File: config.mk
export PLATFORM = sky130hd
export DESIGN_NAME = ccst_top
export DESIGN_NICKNAME = d
export VERILOG_FILES = /design/src/hdl/ccst_pkg.sv /design/src/hdl/ccst_top.sv
export VERILOG_INCLUDE_DIRS = /design/src /design/src/hdl
export SDC_FILE = /design/constraint.sdc
export NUM_CORES = 1
export LEC_CHECK = 0
export ABC_AREA = 1
export BUFFER_PORTS_ARGS = -buffer_cell sky130_fd_sc_hd__buf_4
export CAP_MARGIN = 0
export CORE_MARGIN = 1.5
export CORE_UTILIZATION = 25
export DETAILED_ROUTE_END_ITERATION = 6
export MAX_ROUTING_LAYER = met4
export SYNTH_ARGS = -nofsm -noshare
export SYNTH_HDL_FRONTEND = slang
export SYNTH_SLANG_ARGS = --single-unit
File: constraint.sdc
create_clock -name clock -period 3.3 [get_ports clock]
set_input_delay 0.165 -clock clock [delete_from_list [all_inputs] [get_ports clock]]
set_output_delay 0.165 -clock clock [all_outputs]
set_load 0.05 [all_outputs]
File: src/hdl/ccst_cfg.svh
// offsets, field positions, reset values and timing counts of the calendar clock
`ifndef CCST_CFG_SVH
`define CCST_CFG_SVH

// register indices; byte address is four times the index
`define CCST_IDX_SEC     14'h2015
`define CCST_IDX_MIN     14'h2016
`define CCST_IDX_HOUR    14'h2017
`define CCST_IDX_WDAY    14'h2018
`define CCST_IDX_DATE    14'h2019
`define CCST_IDX_MONTH   14'h201a
`define CCST_IDX_YEAR    14'h201b
`define CCST_IDX_TRIM    14'h201c

// trim strobe bit positions
`define CCST_ADD_BIT     0
`define CCST_DROP_BIT    1

// reset values
`define CCST_RST_SEC     6'h00
`define CCST_RST_MIN     6'h00
`define CCST_RST_HOUR    5'h00
`define CCST_RST_WDAY    3'h1
`define CCST_RST_DATE    5'h01
`define CCST_RST_MONTH   4'h1
`define CCST_RST_YEAR    8'h00

// field limits
`define CCST_SEC_MAX     6'h3b
`define CCST_MIN_MAX     6'h3b
`define CCST_HOUR_MAX    5'h17
`define CCST_WDAY_MIN    3'h1
`define CCST_WDAY_MAX    3'h7
`define CCST_DATE_MIN    5'h01
`define CCST_MONTH_MIN   4'h1
`define CCST_MONTH_MAX   4'hc
`define CCST_FEB         4'h2

// timing
`define CCST_CLK_NS      10
`define CCST_SEC_NS      1000000000
`define CCST_SEC_CYCLES  (`CCST_SEC_NS / `CCST_CLK_NS)

`endif

File: src/hdl/ccst_pkg.sv
// types shared by the calendar clock
package ccst_pkg;

  typedef struct packed {
    logic [7:0] year;
    logic [3:0] month;
    logic [4:0] date;
    logic [2:0] wday;
    logic [4:0] hour;
    logic [5:0] min;
    logic [5:0] sec;
  } ccst_time_t;

  typedef enum logic [1:0] {
    CCST_STEP_NORMAL,
    CCST_STEP_ADD,
    CCST_STEP_DROP
  } ccst_step_t;

endpackage

File: src/hdl/ccst_top.sv
// calendar clock with second trim, apb register slave
//
// Our own choice: the APB interface to the registers.
`timescale 1ns/1ps
`default_nettype none
`include "ccst_cfg.svh"

module ccst_top #(
  parameter int unsigned SEC_CYCLES = `CCST_SEC_CYCLES
) (
  input  wire logic             clock,
  input  wire logic             resetn,
  input  wire logic [15:0]      paddr,
  input  wire logic             psel,
  input  wire logic             penable,
  input  wire logic             pwrite,
  input  wire logic [31:0]      pwdata,
  input  wire logic [3:0]       pstrb,
  output logic [31:0]           prdata,
  output logic                  pready,
  output logic                  pslverr,
  output logic                  second_tick,
  output logic [5:0]            seconds_field,
  output logic [5:0]            minutes_field,
  output logic [4:0]            hours_field,
  output logic [2:0]            weekday_field,
  output logic [4:0]            day_of_month_field,
  output logic [3:0]            month_field,
  output logic [7:0]            year_field,
  output ccst_pkg::ccst_time_t  time_now
);
  import ccst_pkg::*;

  localparam int CW = $clog2(SEC_CYCLES + 1);
  localparam logic [CW-1:0] DIV_LAST = CW'(SEC_CYCLES - 1);

  // days in a month; year zero and every fourth year are leap
  function automatic logic [4:0] days_in(
    input logic [3:0] month,
    input logic [7:0] year
  );
    logic leap;
    leap = (year[1:0] == 2'b00);
    unique case (month)
      4'h4, 4'h6, 4'h9, 4'hb: days_in = 5'h1e;
      `CCST_FEB:               days_in = leap ? 5'h1d : 5'h1c;
      default:                 days_in = 5'h1f;
    endcase
  endfunction

  // one second of calendar advance with carries
  function automatic ccst_time_t advance(input ccst_time_t t);
    ccst_time_t r;
    logic       c_min;
    logic       c_hour;
    logic       c_day;
    logic       c_month;
    r       = t;
    c_min   = (t.sec >= `CCST_SEC_MAX);
    c_hour  = c_min & (t.min >= `CCST_MIN_MAX);
    c_day   = c_hour & (t.hour >= `CCST_HOUR_MAX);
    c_month = c_day & (t.date >= days_in(t.month, t.year));
    // compare with >= so a bad written value still wraps
    r.sec   = c_min ? 6'h00 : t.sec + 6'h01;
    if (c_min) begin
      r.min = (t.min >= `CCST_MIN_MAX) ? 6'h00 : t.min + 6'h01;
    end
    if (c_hour) begin
      r.hour = (t.hour >= `CCST_HOUR_MAX) ? 5'h00 : t.hour + 5'h01;
    end
    if (c_day) begin
      r.wday = (t.wday >= `CCST_WDAY_MAX || t.wday < `CCST_WDAY_MIN) ?
               `CCST_WDAY_MIN : t.wday + 3'h1;
      r.date = c_month ? `CCST_DATE_MIN : t.date + 5'h01;
    end
    if (c_month) begin
      r.month = (t.month >= `CCST_MONTH_MAX) ?
                `CCST_MONTH_MIN : t.month + 4'h1;
      if (t.month >= `CCST_MONTH_MAX) begin
        r.year = t.year + 8'h01;
      end
    end
    return r;
  endfunction

  // one aligned word per register
  function automatic logic reg_hit(
    input logic [15:0] addr,
    input logic [13:0] index
  );
    return (addr[1:0] == 2'b00) && (addr[15:2] == index);
  endfunction

  // field in the low bits, upper bits zero; trim reads as zero
  function automatic logic [31:0] read_word(
    input ccst_time_t  t,
    input logic [13:0] index
  );
    logic [31:0] w;
    w = 32'h0;
    case (index)
      `CCST_IDX_SEC:   w = {26'h0, t.sec};
      `CCST_IDX_MIN:   w = {26'h0, t.min};
      `CCST_IDX_HOUR:  w = {27'h0, t.hour};
      `CCST_IDX_WDAY:  w = {29'h0, t.wday};
      `CCST_IDX_DATE:  w = {27'h0, t.date};
      `CCST_IDX_MONTH: w = {28'h0, t.month};
      `CCST_IDX_YEAR:  w = {24'h0, t.year};
      default:         w = 32'h0;
    endcase
    return w;
  endfunction

  // reset release through two flops
  logic rst_a_ff;
  logic rst_n_ff;

  always_ff @(posedge clock or negedge resetn) begin
    if (!resetn) begin
      rst_a_ff <= 1'b0;
      rst_n_ff <= 1'b0;
    end else begin
      rst_a_ff <= 1'b1;
      rst_n_ff <= rst_a_ff;
    end
  end

  // apb decode
  wire [13:0] idx       = paddr[15:2];
  wire        aligned   = (paddr[1:0] == 2'b00);
  wire        setup     = psel & ~penable;
  wire        access    = psel & penable;
  wire        hit_sec   = reg_hit(paddr, `CCST_IDX_SEC);
  wire        hit_min   = reg_hit(paddr, `CCST_IDX_MIN);
  wire        hit_hour  = reg_hit(paddr, `CCST_IDX_HOUR);
  wire        hit_wday  = reg_hit(paddr, `CCST_IDX_WDAY);
  wire        hit_date  = reg_hit(paddr, `CCST_IDX_DATE);
  wire        hit_month = reg_hit(paddr, `CCST_IDX_MONTH);
  wire        hit_year  = reg_hit(paddr, `CCST_IDX_YEAR);
  wire        hit_trim  = reg_hit(paddr, `CCST_IDX_TRIM);
  wire        hit_time  = hit_sec | hit_min | hit_hour | hit_wday |
                          hit_date | hit_month | hit_year;
  wire        hit_any   = hit_time | hit_trim;
  wire        wr_go     = access & pwrite & pstrb[0] & hit_any;

  // zero wait states; unmapped and misaligned answer with an error
  assign pready  = 1'b1;
  assign pslverr = access & ~hit_any;

  // field writes
  wire wr_sec   = wr_go & hit_sec;
  wire wr_min   = wr_go & hit_min;
  wire wr_hour  = wr_go & hit_hour;
  wire wr_wday  = wr_go & hit_wday;
  wire wr_date  = wr_go & hit_date;
  wire wr_month = wr_go & hit_month;
  wire wr_year  = wr_go & hit_year;
  wire wr_trim  = wr_go & hit_trim;

  // trim strobes: both at once is ignored, software keeps them apart
  wire add_req  = wr_trim & pwdata[`CCST_ADD_BIT] & ~pwdata[`CCST_DROP_BIT];
  wire drop_req = wr_trim & pwdata[`CCST_DROP_BIT] & ~pwdata[`CCST_ADD_BIT];

  // seconds divider
  logic [CW-1:0] div_ff;
  logic          tick_ff;
  wire           div_end = (div_ff >= DIV_LAST);
  // writing seconds restarts the second so the new value lasts a full second
  wire [CW-1:0]  nxt_div = (div_end | wr_sec) ? '0 : div_ff + CW'(1);
  wire           tick    = div_end & ~wr_sec;

  always_ff @(posedge clock or negedge rst_n_ff) begin
    if (!rst_n_ff) begin
      div_ff <= '0;
    end else begin
      div_ff <= nxt_div;
    end
  end

  // the pulse leaves one cycle after the step so the fields have settled
  always_ff @(posedge clock or negedge rst_n_ff) begin
    if (!rst_n_ff) begin
      tick_ff <= 1'b0;
    end else begin
      tick_ff <= tick;
    end
  end

  // pending trim requests
  logic add_pend_ff;
  logic drop_pend_ff;

  // a request landing on the tick cycle is kept for the next tick
  wire nxt_add_pend  = add_req | (add_pend_ff & ~tick);
  wire nxt_drop_pend = drop_req | (drop_pend_ff & ~tick);

  always_ff @(posedge clock or negedge rst_n_ff) begin
    if (!rst_n_ff) begin
      add_pend_ff <= 1'b0;
    end else begin
      add_pend_ff <= nxt_add_pend;
    end
  end

  always_ff @(posedge clock or negedge rst_n_ff) begin
    if (!rst_n_ff) begin
      drop_pend_ff <= 1'b0;
    end else begin
      drop_pend_ff <= nxt_drop_pend;
    end
  end

  // step selection at the tick
  // drop wins if both ever pend; software keeps them apart
  ccst_step_t step;
  assign step = drop_pend_ff ? CCST_STEP_DROP :
                add_pend_ff  ? CCST_STEP_ADD  : CCST_STEP_NORMAL;

  // time keeping
  ccst_time_t time_ff;
  ccst_time_t adv1;
  ccst_time_t adv2;
  ccst_time_t stepped;
  ccst_time_t nxt_time;

  assign adv1 = advance(time_ff);
  assign adv2 = advance(adv1);

  always_comb begin
    stepped = time_ff;
    if (tick) begin
      unique case (step)
        CCST_STEP_NORMAL: stepped = adv1;
        CCST_STEP_ADD:    stepped = adv2;
        CCST_STEP_DROP:   stepped = time_ff;
      endcase
    end
  end

  // a written field overrides the tick in the same cycle
  always_comb begin
    nxt_time = stepped;
    if (wr_sec) begin
      nxt_time.sec = pwdata[5:0];
    end
    if (wr_min) begin
      nxt_time.min = pwdata[5:0];
    end
    if (wr_hour) begin
      nxt_time.hour = pwdata[4:0];
    end
    if (wr_wday) begin
      nxt_time.wday = pwdata[2:0];
    end
    if (wr_date) begin
      nxt_time.date = pwdata[4:0];
    end
    if (wr_month) begin
      nxt_time.month = pwdata[3:0];
    end
    if (wr_year) begin
      nxt_time.year = pwdata[7:0];
    end
  end

  always_ff @(posedge clock or negedge rst_n_ff) begin
    if (!rst_n_ff) begin
      time_ff.sec   <= `CCST_RST_SEC;
      time_ff.min   <= `CCST_RST_MIN;
      time_ff.hour  <= `CCST_RST_HOUR;
      time_ff.wday  <= `CCST_RST_WDAY;
      time_ff.date  <= `CCST_RST_DATE;
      time_ff.month <= `CCST_RST_MONTH;
      time_ff.year  <= `CCST_RST_YEAR;
    end else begin
      time_ff <= nxt_time;
    end
  end

  // read data, captured in the setup phase so it comes from a flop
  // a tick at the access edge shows only in the next read
  wire [31:0] rd_mux = aligned ? read_word(time_ff, idx) : 32'h0;

  logic [31:0] rdata_ff;
  wire  [31:0] nxt_rdata = (setup & ~pwrite) ? rd_mux : rdata_ff;

  always_ff @(posedge clock or negedge rst_n_ff) begin
    if (!rst_n_ff) begin
      rdata_ff <= 32'h0;
    end else begin
      rdata_ff <= nxt_rdata;
    end
  end

  // outputs
  assign prdata             = rdata_ff;
  assign second_tick        = tick_ff;
  assign time_now           = time_ff;
  assign seconds_field      = time_ff.sec;
  assign minutes_field      = time_ff.min;
  assign hours_field        = time_ff.hour;
  assign weekday_field      = time_ff.wday;
  assign day_of_month_field = time_ff.date;
  assign month_field        = time_ff.month;
  assign year_field         = time_ff.year;

endmodule

`default_nettype wire

==> results.yml, run 1 <==
sta:
  rsz0062_at_grt: "yes"
  whs_ps: 97.30
  tightest_slew_ps: 999.9
  post-route-period-util_pct: 117.9
  finalSetupViolations: 17
  timing.final.ws_setup_ps: -590.9
  post-route-min-period_ps: 3891
  clock_skew_ps: 7.680
  fmax_mhz: 257.0
  slew-limit-headroom_pct: 33.05
  report.final.slew_viol_count: 0
  hold_viol: 0
setup_path:
  r2r_cells: 27
  endpoint_kind: "register"
  reg2reg_slack_ps: -590
  path_max_fanout: 7
  cp_data_arrival_time_ps: 4180
  timing.rr.start: "month_field[0]"
  r2r-end: "month_field[0]"
  cp-start-kind: "register"
  path_class: "register to register"
  critPathRequiredTime_ps: 3590
global_route:
  antenna_found_initial: 2
  grt_pass1_wl_mm: 39.15
  gr-total-overflow: 0
  gr-usage-all-layers_pct: 16.52
  grt_pass1_vias: 7396
  grt_start_max_net_pins: 63
yosys:
  syn_area_um2: 7612
  synth_common_cells: "304 x nand2_1, 142 x inv_1, 112 x nand3_1"
  synth-edff-count: 0
  synthCells: 1150
  synth_area_leaders: "dfrtp_1 24%, nand2_1 15%, nand3_1 7.4%, inv_1 7.0%, buf_4 6.3%"
  synth_top_area_cell: "dfrtp_1"
  synth-seq-cells: 77
  ys.flop_type: "dfrtp_1"
  synth-seq-area-share_pct: 25.36
  ys_types: 52
  synth-async-reset-ratio_pct: 100.0
  synth_top_area_share_pct: 24.33
  synth.avg_cell_area_um2: 6.619
  synth_most_common_cell: "nand2_1"
  yosysWarnings: 0
clock_tree:
  cts_num_sinks: 77
  cts_tree: "yes"
  cts_buffers: 9
  worstSkewPairLatency_ps: 350
  cts_root_buf: "clkbuf_16"
  cts-htree-levels: 3
  cts_max_path_buffers: 2
  clkTransAtPathRegs_ps: 70
min_path:
  min-delay-start: "pwdata[5]"
  hold_path_class: "input port to register"
  hold-path-endpoint: "minutes_field[5]"
  hold_path_depth: 3
power_and_ir_drop:
  vdd_ir_drop_max_mv: 0.2552
  switchingPower_w: 0.0005942
  power_frac_comb_pct: 7.0
  p_seq_share_pct: 45.9
  internal-power_w: 0.001500
  power.density_nw_per_um2: 215.6
  power_leakage_nw: 4.881
  switching_share_pct: 28.37
  clkPwrFrac_pct: 47.2
route:
  routedWlPerCell_um: 14.57
  drt_iter0_drc: 509
  num_vias: 7809
  drc_errors: 0
  dr.pass1.iters: 7
  routed_wl_mm: 24.96
  ant_nets: 0
  vias_per_cell: 4.559
die:
  core_area_um2: 29800
  die_h_um: 177.5
  die-width_um: 177.5
  pin_count: 166
  floorplan.die_area_um2: 31500
  rows: 63
  start_util_pct: 25.55
place:
  portBuffers: 113
  hpwl_mm: 19.81
  routabilityCongestion: 0.9187
run_status:
  outcome: "complete, but fails checks"
  failed_checks: "setup timing"
finish:
  fill_cells: 3244
  drive_gt1_share_pct: 27.10
  syn_to_final_growth_pct: 27.65
  fin_nets: 1401
  final_core_util_pct: 32.61
job:
  max-cap-violations: 0
==> power groups by stage <==
stage / clock [W] / sequential [W] / combinational, W
6_report: 0.000988 / 0.000961 / 0.000146
5_1_grt: 0.00105 / 0.000963 / 0.000154
4_1_cts: 0.00101 / 0.000962 / 0.000146
3_5_place_dp: 0 / 0.000980 / 0.000145
3_3_place_gp: 0 / 0.000980 / 0.000143
2_1_floorplan: 0 / 0.000977 / 0.000108
==> layer usage <==
metal | share of wire (%) | GRT usage, % | vias to the layer above
li1 | - | - | 3971
met4 | 5.5 | 9.804 | 0
met2 | 45 | 25.34 | 215
met5 | 0 | - | -
met3 | 4.5 | 2.142 | 65
met1 | 45 | 20.72 | 3558
==> registers in the layout, indices dropped and copies added (netlist names) <==
name	cells
div_ff	27
prdata	8
year_field	8
minutes_field	6
seconds_field	6
day_of_month_field	5
hours_field	5
month_field	4
weekday_field	3
add_pend_ff	1
drop_pend_ff	1
rst_a_ff	1
rst_n_ff	1
second_tick	1
==> critical path, stage by stage, from the launching register on <==
cell and delay, ps:
dfstp_4 660, inv_6 50, ha_4 150, o21ai_2 110, a21oi_1 70, a21oi_1 160
ha_1 260, o21ai_2 170, nand2_2 90, nand3_4 90, nor2_8 60, o21ai_4 70
o21ai_4 90, inv_4 90, ha_4 140, nand2_4 40, nor3_2 160, a21oi_2 50
ha_1 270, o21ai_1 50, nand2_1 90, nand2_2 90, nor2_8 190, nand3_4 130
buf_4 180, a21oi_2 110, nand3_1 100, nand3_1 80
==> worst max-delay path by stage <==
stage	from	end	slack, ps	depth (start not counted)
global placement	month_field[0]	day_of_month_field[3]	-550	26
detailed placement	month_field[0]	year_field[2]	-630	27
floorplan	month_field[0]	year_field[1]	-580	27
global route	month_field[0]	year_field[0]	-780	27
CTS	month_field[0]	day_of_month_field[2]	-550	26
finish	month_field[0]	month_field[0]	-590	27
==> through the flow <==
| stage | setup WS, ps | std cells | TNS (ps) | area, um2 | total power [W] |
|---|---|---|---|---|---|
| after floorplan | -584.0 | 1174 | -8637 | 7796 | 0.001085 |
| after global placement | -546.8 | 1681 | -8553 | 9196 | 0.001123 |
| after detailed placement | -629.3 | 1681 | -10060 | 9196 | 0.001125 |
| after CTS | -547.5 | 1706 | -8458 | 9628 | 0.002116 |
| after global routing | -777.3 | 1713 | -12430 | 9717 | 0.002169 |
| final | -590.9 | 1713 | -8965 | 9717 | 0.002095 |
==> cells in the final DEF (no fill, tap or decap), types with 13 or more instances in the layout <==
cell type	instances
conb_1	26
ha_1	22
nor2_4	15
dfrtp_1	69
o21ai_1	13
nor2_1	106
inv_2	16
a21oi_1	15
nor3_1	25
nand4_1	35
o21ai_0	31
nand2_1	296
nor2_2	17
xor2_1	22
inv_1	137
nand3_1	109
nand2_2	20
buf_4	208
==> area by class of cell <==
class / instances / area (um2) / share of cell area [%]
tap: 390 / 488.0 / 5.022
timing repair buffer: 211 / 1598 / 16.44
clock buffer: 10 / 229.0 / 2.356
clock inverter: 6 / 53.80 / 0.5537
inverter: 157 / 596.8 / 6.142
multi-input combinational: 860 / 4803 / 49.43
antenna: 2 / 5.005 / 0.05151
sequential: 77 / 1943 / 20.00
==> timing repair <==
item,CTS,global route
gates resized for setup,20,12
setup buffers,8,5
pin swaps,31,20
endpoints found under the setup margin,17,17
hold buffers,1,0
endpoints found under the hold margin,2,0
cloned,0,0
==> cells by family after synthesis <==
family	synth area share, %
AND/OR/NAND/NOR	42.78
buffers and inverters	15.30
AO/OA/AOI/OAI	8.070
flip-flops	25.36
XOR/XNOR	3.337
adder cells (fa/ha/maj)	4.602
multiplexers	0.4438
other	0.09866
No activity file was read; power rests on OpenSTA's default activity.
==> run 2: changes to the inputs <==
--- a/config.mk
+++ b/config.mk
@@ -9,10 +9,10 @@
 export ABC_AREA = 1
 export BUFFER_PORTS_ARGS = -buffer_cell sky130_fd_sc_hd__buf_4
 export CAP_MARGIN = 0
-export CORE_MARGIN = 1.5
-export CORE_UTILIZATION = 25
+export CORE_UTILIZATION = 56
 export DETAILED_ROUTE_END_ITERATION = 6
 export MAX_ROUTING_LAYER = met4
+export PLACE_DENSITY = 0.82
 export SYNTH_ARGS = -nofsm -noshare
 export SYNTH_HDL_FRONTEND = slang
 export SYNTH_SLANG_ARGS = --single-unit
==> run 2 against run 1 <==
  * The run still ends with setup timing left
  * Power shrank 1.2%
  * Largest cell class unchanged
  * Cell count shrank 13%
  * Die area down 55%
  * Critical path depth fell by 1
  * Utilization increased by 39 points
  * Sequential share of layout area increased by 0.52 points
  * Via count up 4.6%
  * Maximum frequency fell by 4.0%
  * Register-to-register slack worse by 160 ps
==> results.yml, run 2 (synthesis results as in run 1) <==
sta:
  post-route-period-util_pct: 122.8
  fmax_mhz: 246.8
  slew-limit-headroom_pct: 33.23
  rsz0062_at_grt: "yes"
  whs_ps: 104.0
  timing.final.ws_setup_ps: -751.1
  hold_viol: 0
  report.final.slew_viol_count: 0
  clock_skew_ps: 9.130
  tightest_slew_ps: 997.3
  post-route-min-period_ps: 4051
  finalSetupViolations: 17
setup_path:
  path_max_fanout: 6
  path_class: "register to register"
  cp_data_arrival_time_ps: 4280
  critPathRequiredTime_ps: 3530
  endpoint_kind: "register"
  cp-start-kind: "register"
die:
  pin_count: 166
  core_area_um2: 13240
  die_h_um: 118.6
  start_util_pct: 57.48
  die-width_um: 118.6
  floorplan.die_area_um2: 14060
  rows: 42
route:
  routed_wl_mm: 23.26
  ant_nets: 0
  vias_per_cell: 5.478
  drc_errors: 0
  num_vias: 8167
  routedWlPerCell_um: 15.60
  drt_iter0_drc: 722
  dr.pass1.iters: 5
global_route:
  gr-usage-all-layers_pct: 33.19
  grt_start_max_net_pins: 38
  antenna_found_initial: 0
  gr-total-overflow: 0
  grt_pass1_vias: 7295
  grt_pass1_wl_mm: 36.06
finish:
  fill_cells: 1136
  final_area_um2: 9458
  antenna_cells: 0
  syn_to_final_growth_pct: 24.24
  final_core_util_pct: 71.42
  multi_input_area_um2: 4853
  final_cells: 1491
  final_cell_mix: "298 x nand2_1, 199 x buf_4, 138 x inv_1"
  largest_reg_flops: 27
  drive_gt1_share_pct: 27.53
  seq_area_um2: 1941
  regMostFlops: "div_ff"
  fin_nets: 1395
  final_common_cell: "nand2_1"
clock_tree:
  worstSkewPairLatency_ps: 350
  cts-htree-levels: 3
  cts_tree: "yes"
  cts_root_buf: "clkbuf_16"
  cts_num_sinks: 77
  clkTransAtPathRegs_ps: 70
  cts_max_path_buffers: 2
  cts_buffers: 9
place:
  pre_cts_ws_ps: -656.0
  hpwl_mm: 17.31
  routabilityCongestion: 0.9584
  placed_area_um2: 8866
  portBuffers: 113
  place_inst: 1459
run_status:
  outcome: "complete, but fails checks"
  failed_checks: "setup timing"
min_path:
  hold_path_class: "input port to register"
power_and_ir_drop:
  vdd_ir_drop_max_mv: 0.2352
  power.density_nw_per_um2: 218.8
  power_leakage_nw: 4.855
job:
  max-cap-violations: 0
==> run 2: cell types whose count changed in the layout (fill, tap and decap cells not counted), sizes merged <==
cell / change
buf: -6
diode: -2
==> run 2: routing by layer <==
| metal | GRT usage, % | up-vias | routed length [um] |
|---|---|---|---|
| met4 | 14.08 | 0 | 898 |
| li1 | - | 3952 | - |
| met1 | 44.23 | 3736 | 9853 |
| met3 | 3.764 | 66 | 1849 |
| met5 | - | - | 0 |
| met2 | 51.10 | 413 | 10660 |
==> run 2: cell type report <==
class                           instances  area share (%)
Sequential cell                        77           20.52
Timing Repair Buffer                  205           16.54
Tap cell                              176           2.328
Clock inverter                          6          0.5689
Inverter                              157           6.310
Clock buffer                           10           2.421
Multi-Input combinational cell        860           51.32
==> run 2: path summary, 6_finish.rpt <==
path	slack, ps	to	cells past startpoint	from
hold / removal	100	minutes_field[5]	3	pwdata[5]
min in group asynchronous	130	rst_n_ff	2	resetn
setup / recovery	-750	year_field[0]	26	month_field[0]
hold reg to reg	350	prdata[7]	0	rst_n_ff
setup reg to reg	-750	year_field[0]	26	month_field[0]
max in group asynchronous	2020	day_of_month_field[0]	1	rst_n_ff
==> run 2: worst max-delay path, cell delays in order, from the launching register on <==
cell	delay (ps)
dfstp_4	670
inv_6	50
ha_4	150
o21ai_2	150
a21oi_2	80
a21oi_2	110
ha_1	250
o21ai_2	190
a21oi_2	90
nand2_2	140
buf_4	150
nor2_1	60
nor2_1	220
inv_1	110
nand2_2	100
buf_4	100
nor2_1	30
ha_1	270
o21ai_1	50
nand2_1	100
nand2_2	100
nor2_8	220
nand3_4	150
nor2_4	190
nand2_1	70
nand3_1	80
nand3_1	60
==> run 2: metrics by stage <==
stage                     total power [W]  TNS (ps)
after floorplan                  0.001085     -8637
after global placement           0.001120     -8037
after detailed placement         0.001121    -10580
after CTS                        0.002076     -9144
after global routing             0.002123    -15390
final                            0.002069    -11960
==> run 2: repair_timing <==
item | in CTS | in global routing
gates resized for setup | 15 | 32
endpoints found under the hold margin | 2 | 0
buffers inserted | 9 | 6
pin swaps | 5 | 31
setup endpoints to repair | 17 | 17
hold buffers | 1 | 0
cloned | 0 | 0
==> run 2: power by group <==
part           total, W  switching, W  internal, W
logic          0.000151      0.000119    0.0000320
clock network  0.000965      0.000441     0.000523
registers      0.000954    0.00000875     0.000945
total           0.00207      0.000569      0.00150
